File: src/shared/psc_defs.svh
// Strap loader constants: defaults, timing counts
`ifndef PSC_DEFS_SVH
`define PSC_DEFS_SVH
`define PSC_MODE_ENHANCED     1'b1
`define PSC_AUTONEG_ON        1'b0
`define PSC_ODDNIB_ON         1'b1
`define PSC_PINFN_LINK_LED_B        1'b1
`define PSC_FLD_ON            1'b1
`define PSC_SED_OFF           1'b1
`define PSC_AUTOMDIX_ON       1'b0
`define PSC_FORCE_MDIX        1'b0
`define PSC_DEF_ADDR          3'h0
`define PSC_SETTLE_NS         100
`define PSC_CLK_NS            20
`define PSC_SETTLE_CYC        ((`PSC_SETTLE_NS + `PSC_CLK_NS - 1) / `PSC_CLK_NS)
`define PSC_CNT_W             4
`endif

File: src/shared/psc_pkg.sv
// Types shared by the strap loader
`default_nettype none
package psc_pkg;
  typedef struct packed {
    logic       mode_select_strap;
    logic       autoNegStrap;
    logic       oddNibbleStrap;
    logic [2:0] phyAddrStrap;
    logic       rmiiSlaveStrap;
    logic       pinFuncStrap;
    logic       fldStrap;
    logic       energyStrap;
    logic       mdixAutoStrap;
    logic       mdixForceStrap;
    logic       ledPolStrap;
  } psc_straps_t;

  typedef struct packed {
    logic       enhancedMode;
    logic       autoNegEn;
    logic       force100;
    logic       oddNibbleEn;
    logic       macIsMii;
    logic       rmiiSlave;
    logic       macAltSel;
    logic       fldRxErrOnly;
    logic       fldAllButMlt3;
    logic       repeaterEn;
    logic       energyDetectEn;
    logic       autoMdixEn;
    logic       forceMdi;
    logic [2:0] phyAddr;
    logic       ledActiveLow;
    logic       ledAutoPolEn;
  } psc_cfg_t;

  typedef enum logic [1:0] {
    PSC_ST_RESET  = 2'b00,
    PSC_ST_SETTLE = 2'b01,
    PSC_ST_RUN    = 2'b10
  } psc_state_t;
endpackage
`default_nettype wire

File: src/rtl/psc_strap_loader.sv
// Power-on strap sampling and configuration decode for a 10/100 PHY
`include "psc_defs.svh"
`default_nettype none
module psc_strap_loader
  import psc_pkg::*;
#(
  // Counter is PSC_CNT_W bits wide: keep SETTLE_CYC below 16
  parameter int SETTLE_CYC = `PSC_SETTLE_CYC
) (
  input  wire logic     clock,
  input  wire logic     rst_n,
  input  wire logic     porDone,
  input  wire psc_straps_t strapPins,
  input  wire logic     link100Fd,
  input  wire logic     rxNibbleOdd,
  output var  psc_cfg_t cfgOut,
  output var  logic     cfgValid,
  output var  logic     pinIsLed1,
  output var  logic     linkLedOut,
  output var  logic     oddNibbleErr
);

  psc_straps_t         sync1_reg;
  psc_straps_t         sync2_reg;
  psc_straps_t         latched_reg;
  psc_state_t          state_reg;
  logic [`PSC_CNT_W-1:0] cnt_reg;
  logic                porSync1_reg;
  logic                porSync2_reg;
  logic                porSeen_reg;
  logic                pinFnDone_reg;
  logic                link1_reg;
  logic                link2_reg;
  logic                odd1_reg;
  logic                odd2_reg;
  psc_cfg_t            cfg_next;

  // Pins are asynchronous to the core clock
  // Reset to zero; pull defaults are the pins' job, not the core's
  always_ff @(posedge clock or negedge rst_n) begin
    if (!rst_n) begin
      sync1_reg <= '0;
      sync2_reg <= '0;
    end else begin
      sync1_reg <= strapPins;
      sync2_reg <= sync1_reg;
    end
  end

  // Power-on sync has no rst_n: a hardware reset must not look like a
  // power-on to the pin-function latch
  always_ff @(posedge clock) begin
    porSync1_reg <= porDone;
    porSync2_reg <= porSync1_reg;
  end

  always_ff @(posedge clock or negedge rst_n) begin
    if (!rst_n) begin
      link1_reg <= 1'b0;
      link2_reg <= 1'b0;
    end else begin
      link1_reg <= link100Fd;
      link2_reg <= link1_reg;
    end
  end

  always_ff @(posedge clock or negedge rst_n) begin
    if (!rst_n) begin
      odd1_reg <= 1'b0;
      odd2_reg <= 1'b0;
    end else begin
      odd1_reg <= rxNibbleOdd;
      odd2_reg <= odd1_reg;
    end
  end

  // Last settle edge: synchronisers hold the pins by now
  function automatic logic settle_done(
    input psc_state_t            st,
    input logic [`PSC_CNT_W-1:0] cnt
  );
    return st == PSC_ST_SETTLE && cnt >= `PSC_CNT_W'(SETTLE_CYC);
  endfunction

  // Wait for synchronisers to fill before sampling
  // Configuration appears SETTLE_CYC+3 edges after rst_n rises;
  // straps must be steady over that whole span.
  always_ff @(posedge clock or negedge rst_n) begin
    if (!rst_n) begin
      state_reg <= PSC_ST_RESET;
      cnt_reg   <= '0;
    end else begin
      unique case (state_reg)
        PSC_ST_RESET: begin
          state_reg <= PSC_ST_SETTLE;
          cnt_reg   <= '0;
        end
        PSC_ST_SETTLE: begin
          if (settle_done(state_reg, cnt_reg)) begin
            state_reg <= PSC_ST_RUN;
          end else begin
            cnt_reg <= cnt_reg + `PSC_CNT_W'(1);
          end
        end
        PSC_ST_RUN: begin
          state_reg <= PSC_ST_RUN;
        end
        // Stray code from an upset: restart the sample
        default: begin
          state_reg <= PSC_ST_RESET;
        end
      endcase
    end
  end

  // Capture once per reset, then hold
  always_ff @(posedge clock or negedge rst_n) begin
    if (!rst_n) begin
      latched_reg <= '0;
    end else if (settle_done(state_reg, cnt_reg)) begin
      latched_reg <= sync2_reg;
    end
  end

  // Pin function survives hardware reset: only a power-on edge loads it.
  // Flops have no async reset so rst_n cannot disturb them.
  always_ff @(posedge clock) begin
    if (!porSync2_reg) begin
      porSeen_reg   <= 1'b0;
      pinFnDone_reg <= 1'b0;
    end else if (!pinFnDone_reg) begin
      porSeen_reg   <= 1'b1;
      pinFnDone_reg <= porSeen_reg;
    end
  end

  // Loads on the first two edges after power-on, then holds
  always_ff @(posedge clock) begin
    if (!porSync2_reg) begin
      pinIsLed1 <= 1'b0;
    end else if (!pinFnDone_reg) begin
      pinIsLed1 <= (sync2_reg.pinFuncStrap == `PSC_PINFN_LINK_LED_B);
    end
  end

  // Strap tests are functions: several outputs hinge on the same pin
  function automatic logic mode_is_enhanced(
    input psc_straps_t s
  );
    return s.mode_select_strap == `PSC_MODE_ENHANCED;
  endfunction

  // Strap 0 means auto-negotiation runs
  function automatic logic autoneg_on(
    input psc_straps_t s
  );
    return s.autoNegStrap == `PSC_AUTONEG_ON;
  endfunction

  // Odd-nibble strap also decides the MAC interface
  function automatic logic odd_on(
    input psc_straps_t s
  );
    return s.oddNibbleStrap == `PSC_ODDNIB_ON;
  endfunction

  // Fast link drop requested
  function automatic logic fld_on(
    input psc_straps_t s
  );
    return s.fldStrap == `PSC_FLD_ON;
  endfunction

  // Strap 1 switches the signal energy detector off
  function automatic logic energy_off(
    input psc_straps_t s
  );
    return s.energyStrap == `PSC_SED_OFF;
  endfunction

  function automatic logic mdix_auto_on(
    input psc_straps_t s
  );
    return s.mdixAutoStrap == `PSC_AUTOMDIX_ON;
  endfunction

  // Forced pair order only counts with auto crossover off; 0 is MDIX
  function automatic logic mdix_force_mdi(
    input psc_straps_t s
  );
    return !mdix_auto_on(s) && (s.mdixForceStrap != `PSC_FORCE_MDIX);
  endfunction

  // Decode reads only the frozen latch, never the live pins
  always_comb begin
    psc_straps_t s;
    s = latched_reg;
    cfg_next = '0;

    cfg_next.enhancedMode = mode_is_enhanced(s);
    cfg_next.autoNegEn    = autoneg_on(s);
    cfg_next.force100     = !autoneg_on(s);

    // Odd-nibble strap forces MII; otherwise reduced interface
    cfg_next.oddNibbleEn  = odd_on(s);
    cfg_next.macIsMii     = odd_on(s);
    // Master/slave only matters in reduced-interface mode
    cfg_next.rmiiSlave    = odd_on(s) ? 1'b0 : s.rmiiSlaveStrap;

    // Link drop sources depend on the odd-nibble mode
    cfg_next.fldRxErrOnly  = fld_on(s) && !odd_on(s);
    cfg_next.fldAllButMlt3 = fld_on(s) && odd_on(s);
    // Same strap reused for repeater in reduced interface
    cfg_next.repeaterEn    = fld_on(s) && !odd_on(s);

    // With odd-nibble on the strap picks the MAC, detector stays on
    cfg_next.macAltSel      = odd_on(s) && s.energyStrap;
    cfg_next.energyDetectEn = odd_on(s) || !energy_off(s);

    cfg_next.autoMdixEn   = mdix_auto_on(s);
    cfg_next.forceMdi     = mdix_force_mdi(s);
    cfg_next.phyAddr      = s.phyAddrStrap;

    // Pull-up network means LED is driven active low in basic mode; enhanced mode follows ledPolStrap
    cfg_next.ledAutoPolEn = mode_is_enhanced(s);
    cfg_next.ledActiveLow = mode_is_enhanced(s) ? s.ledPolStrap : 1'b1;
  end

  // Outputs stay at defaults until sampling is done
  // Reloaded each RUN cycle from a frozen latch, so it never moves
  always_ff @(posedge clock or negedge rst_n) begin
    if (!rst_n) begin
      cfgOut <= '0;
    end else if (state_reg == PSC_ST_RUN) begin
      cfgOut <= cfg_next;
    end
  end

  always_ff @(posedge clock or negedge rst_n) begin
    if (!rst_n) begin
      cfgValid <= 1'b0;
    end else if (state_reg == PSC_ST_RUN) begin
      cfgValid <= 1'b1;
    end
  end

  // Link indication with strap-selected polarity
  // Held at 1 before config: dark for an active-low LED, shows link when ledActiveLow is clear
  always_ff @(posedge clock or negedge rst_n) begin
    if (!rst_n) begin
      linkLedOut <= 1'b1;
    end else begin
      linkLedOut <= cfgValid ? (link2_reg ^ cfgOut.ledActiveLow) : 1'b1;
    end
  end

  // Incomplete nibble flags a receive error when detection is on
  // Gated by cfgValid so a half-loaded config raises no error
  always_ff @(posedge clock or negedge rst_n) begin
    if (!rst_n) begin
      oddNibbleErr <= 1'b0;
    end else begin
      oddNibbleErr <= cfgValid && cfgOut.oddNibbleEn && odd2_reg;
    end
  end

endmodule // psc_strap_loader
`default_nettype wire

File: config.mk
export PLATFORM = sky130hd
export DESIGN_NAME = psc_strap_loader
export DESIGN_NICKNAME = d
export VERILOG_FILES = /design/src/shared/psc_pkg.sv /design/src/rtl/psc_strap_loader.sv
export VERILOG_INCLUDE_DIRS = /design/src /design/src/shared
export SDC_FILE = /design/constraint.sdc
export NUM_CORES = 1
export LEC_CHECK = 0
export BUFFER_PORTS_ARGS = -buffer_cell sky130_fd_sc_hd__buf_4
export CORE_UTILIZATION = 30
export DETAILED_ROUTE_END_ITERATION = 10
export GPL_TIMING_DRIVEN = 0
export PLACE_DENSITY_LB_ADDON = 0.2
export SYNTH_ARGS = -nofsm -noshare
export SYNTH_HDL_FRONTEND = slang
export SYNTH_SLANG_ARGS = --single-unit
File: constraint.sdc
create_clock -name clock -period 2.1 [get_ports clock]
set_input_delay 0.21 -clock clock [delete_from_list [all_inputs] [get_ports clock]]
set_output_delay 0.21 -clock clock [all_outputs]
set_load 0.01 [all_outputs]
## Yosys cells after proc, flatten, opt, wreduce, memory -nomap -nowiden

Index checks and enable logic that the tools add are counted.

| cells by class | value |
|---|---|
| multiplexer cells | 8 |
| eq/ne operators | 4 |
| bitwise logic cells | 3 |
| add/sub/neg operators | 1 |
| order comparisons | 1 |
| reduce and logical (&&, ||, !) cells | 13 |

Operator list:

| kind | count |
|---|---|
| case mux 4 bit (2 select lines) | 1 |
| logical AND 1 bit | 7 |
| case mux 2 bit (3 select lines) | 1 |
| adder 4 x 1 -> 4 bit, second input constant | 1 |
| >= comparator 4 x 3 -> 1 bit, second input constant | 1 |
| 2-to-1 mux 1 bit | 4 |
| 2-to-1 mux 4 bit | 1 |
| == test 2 x 1 -> 1 bit, second input constant | 1 |
| == test 2 bit, second input constant | 1 |
| logical NOT 1 bit | 2 |
| logical NOT 2 bit | 1 |
| 2-to-1 mux 2 bit | 1 |
| inequality test 2 x 1 -> 1 bit, second input constant | 1 |
| inequality test 2 bit, second input constant | 1 |
| NOT 1 bit | 2 |
| AND reduction 2 bit | 1 |
| nonzero test 2 bit | 1 |
| logical OR 1 bit | 1 |
| bitwise XOR 1 bit | 1 |

| storage, ports and cells | value |
|---|---|
| word-level logic and storage cells | 89 |
| register bits after elaboration | 71 |
| output and inout bits | 22 |
| input bits | 18 |

## Longest topological paths before layout

| logic depth | value |
|---|---|
| word-level depth | 4 |
| gate-level depth with buffers | 6 |
| mapped depth without buffers | 5 |

## Worst setup path before layout

No wires, ideal clock.

| path | value |
|---|---|
| path kind | reg-to-reg |
| start point | register cnt_reg[0] |
| end point | register latched_reg, in the netlist cfg_next[0] |
| period minus slack after synthesis | 1.520 ns |
| data required time | 1.975 ns |
| data arrival time | 1.395 ns |
| stages on the path, launching flop included | 7 |
| path buffers | 1 |
| path slack | 0.580 ns |
| setup time | 0.125 ns |
| path through | dfrtp_1 -> inv_1 -> ha_1 -> nor2b_4 -> o21ai_4 -> buf_12 -> mux2_4 |

| on the way | value |
|---|---|
| word-level cells in the longest chain between the ends | 2 |

RTL lines:

| what | line | RTL |
|---|---|---|
| start: declaration | psc_strap_loader.sv:27 | `` logic [`PSC_CNT_W-1:0] cnt_reg; `` |
| start signal: assignment | psc_strap_loader.sv:102 | `` cnt_reg <= cnt_reg + `PSC_CNT_W'(1); `` |
| >= comparator 4 x 3 -> 1 bit | psc_strap_loader.sv:82 | `` return st == PSC_ST_SETTLE && cnt >= `PSC_CNT_W'(SETTLE_CYC); `` |
| logical AND 1 bit | psc_strap_loader.sv:82 |  |
| end signal: assignment | psc_strap_loader.sv:121 | `latched_reg <= sync2_reg;` |
| end: declaration | psc_strap_loader.sv:25 | `psc_straps_t latched_reg;` |

No other way between the ends.
A chain may end at the register's enable or synchronous reset.

## Worst setup path in the final report

| path | value |
|---|---|
| start point | register cnt_reg[0] |
| end point | register latched_reg[2] (netlist name) |

The elaborated chain is that of the path after synthesis.

==> results.yml <==
run_status:
  status: "complete, no violations"
drt:
  vias_per_cell: 4.14
  wl_mm: 3.93
  dr.pass1.iters: 3
  routedWlPerCell_um: 11.9
  drc: 0
  ant_nets: 0
  drtIter0Drc: 51
  vias: 1365
critical_path:
  crit_required_ns: 2.32
  rrSetupSlack_ns: 0.44
  r2r-end: "latched_reg[2]"
  r2r-start: "cnt_reg[0]"
  critPathKind: "flop to flop"
  startpoint_type: "flop"
  rr_worst_depth: 6
  end_kind: "flop"
  worstPathMaxFanout: 10
  critPathArrivalTime_ns: 1.88
final_layout:
  syn2layout_area_growth_pct: 31.2
  final_nets: 248
  largest_register_ffs: 15
  layout-drive-gt1-share: 0.386
  diodes: 0
  fill_cells: 734
  fin_area_um2: 3270
  fin_cells: 330
  fin_util: 0.414
pwr:
  power_per_cell_area_nw_per_um2: 811
  vdd.ir_drop.worst_mv: 0.296
  finalPower_mw: 2.65
  p_leak_nw: 1.53
timing:
  slew_headroom: 0.439
  fmax_ghz: 0.603
  finalSetupViolCount: 0
  slew_viol_final: 0
  holdWs_ns: 0.331
  finalClockSkew_ns: 0.00495
  setup_slack_ns: 0.441
  worst_pin_slew_ns: 0.841
  finalHoldViolCount: 0
  rsz0062_at_grt: "no"
  finalCritPeriodShare: 0.790
  fin_setup_tns_ns: 0
  fin_crit_ns: 1.66
global_route:
  grt_max_degree: 67
  grt_pass1_wl_mm: 6.85
  top_usage_layer: "met2"
  use_met3: 0.0545
  use_met2: 0.155
  first_global_vias: 1435
  antenna_found_initial: 0
  grt-ovfl-total: 0
  grtUsageTotal: 0.109
  grtUsageMet1: 0.135
placed_design:
  portBuffers: 39
  place_congestion: 0.696
  post-dp-hpwl_mm: 2.40
  placement.cell_area_um2: 2910
  placed_cells: 298
  place_ws_ns: 0.462
yosys:
  synth_xor_area_frac: 0.00352
  synth_seq_area_share: 0.704
  ys_ff_latch: 71
  synthDistinctLibCells: 33
  synthMuxAreaShare: 0.129
  synth_compound_area_frac: 0.0432
  syn-instance-count: 157
  synthSimpleGateAreaFrac: 0.0482
  syn_avg_cell_area_um2: 15.9
  synth_top_family_by_area: "multiplexers"
  yosys.area_share.adder: 0.0302
  yosysWarnings: 0
  netlist_area_um2: 2490
  synth_fp_nets: 181
die:
  pin_count: 40
  fp.coreArea_um2: 7890
  die-area_um2: 8670
  row_count: 32
  start_util: 0.316
  die_h_um: 93.1
  fp.dieW_um: 93.1
clocking:
  path_clk_slew_ns: 0.07
  clock_sinks: 71
  post-cts-setup-buffers: 0
  cts_tree: "done"
  clock_path_buffers: 2
  clock_latency_ns: 0.34
  htreeDepth: 3
  cts-root-buf: "clkbuf_8"
  cts_made_buffers: 9
worst_hold_path:
  holdPathStages: 0
  min-delay-start: "porSync1_reg"
  hold_class: "flop to flop"
  holdPathEnd: "porSync2_reg"
run:
  drv_cap: 0
==> worst max-delay path by stage <==
| stage | from | end | cells past startpoint | slack (ns) |
|---|---|---|---|---|
| after floorplan | cnt_reg[0] | cfg_next[0] | 6 | 0.58 |
| after global placement | cnt_reg[0] | cfg_next[4] | 6 | 0.46 |
| after detailed placement | cnt_reg[0] | cfg_next[4] | 6 | 0.46 |
| after CTS | cnt_reg[0] | latched_reg[1] | 6 | 0.44 |
| after global routing | cnt_reg[0] | cfg_next[4] | 6 | 0.34 |
| final | cnt_reg[0] | latched_reg[2] | 6 | 0.44 |
==> per-layer routing <==
layer  up-vias  wire length [µm]
li1        647                 -
met1       677              1820
met2        33              1820
met3         8               199
met4         0                85
met5         -                 0
==> critical path, cell delays in order, from the launching register on <==
cell	delay, ns
dfrtp_1	0.42
inv_1	0.08
ha_1	0.20
nor2b_4	0.14
o21ai_4	0.22
buf_12	0.18
mux2_4	0.30
==> cell usage in the layout, fill, tap and decap left out, drive strengths merged <==
cell type and n:
a21boi 1, a21o 1, a22o 1, a31o 2, a31oi 2, and2b 1
and3 2, buf 45, bufinv 1, clkbuf 9, clkinv 2, clkinvlp 3
dfrtp 65, dfstp 1, dfxtp 5, dlygate4sd3 17, ha 6, inv 14
mux2 20, mux2i 5, nand2 5, nand2b 1, nand3 3, nand4 1
nor2 2, nor2b 4, nor3 1, o21a 2, o21ai 4, or2 1
xnor2 1
==> power by group <==
group | leakage (nW) | total [mW] | switching [mW] | internal [mW]
clock network | 0.0871 | 1.03 | 0.489 | 0.537
registers | 0.810 | 1.46 | 0.0306 | 1.43
logic | 0.629 | 0.161 | 0.0625 | 0.0988
total | 1.53 | 2.65 | 0.582 | 2.07
==> Yosys cell counts (all sizes together) <==
master,number,area share
dfrtp,65,0.65
o21ai,4,0.013
a21boi,1,0.0030
inv,14,0.021
a31oi,2,0.0050
ha,6,0.030
o21a,2,0.0090
a22o,1,0.0035
and2b,1,0.0030
buf,6,0.021
or2,1,0.0025
xnor2,1,0.0035
dfxtp,5,0.040
nor2b,4,0.013
a31o,2,0.0070
mux2,20,0.11
nor2,2,0.0030
mux2i,5,0.020
nand3,3,0.0060
and3,2,0.0050
nand4,1,0.0025
dfstp,1,0.011
nand2,5,0.0085
nand2b,1,0.0025
a21o,1,0.0030
nor3,1,0.0020
==> final cells by class <==
type,count,area (µm²),area share
Clock inverter,6,62.6,0.0191
Tap cell,102,128,0.0391
Timing Repair Buffer,56,463,0.142
Buffer,6,52.6,0.0161
Clock buffer,9,124,0.0379
Multi-Input combinational cell,66,632,0.193
Sequential cell,71,1750,0.537
Inverter,14,52.6,0.0161
==> kinds of logic (layout without fill, tap and decap cells) <==
group | Yosys count | after routing
compound gates | 13 | 13
xor+xnor | 1 | 1
fa+ha+maj | 6 | 6
buf+inv | 20 | 91
flops | 71 | 71
mux | 25 | 25
simple gates | 21 | 21
==> timing repair <==
item,4_1_cts,5_1_grt
hold buffers,17,0
hold endpoints to repair,51,0
gates resized for setup,0,0
Power figures use the tool's default switching activity.
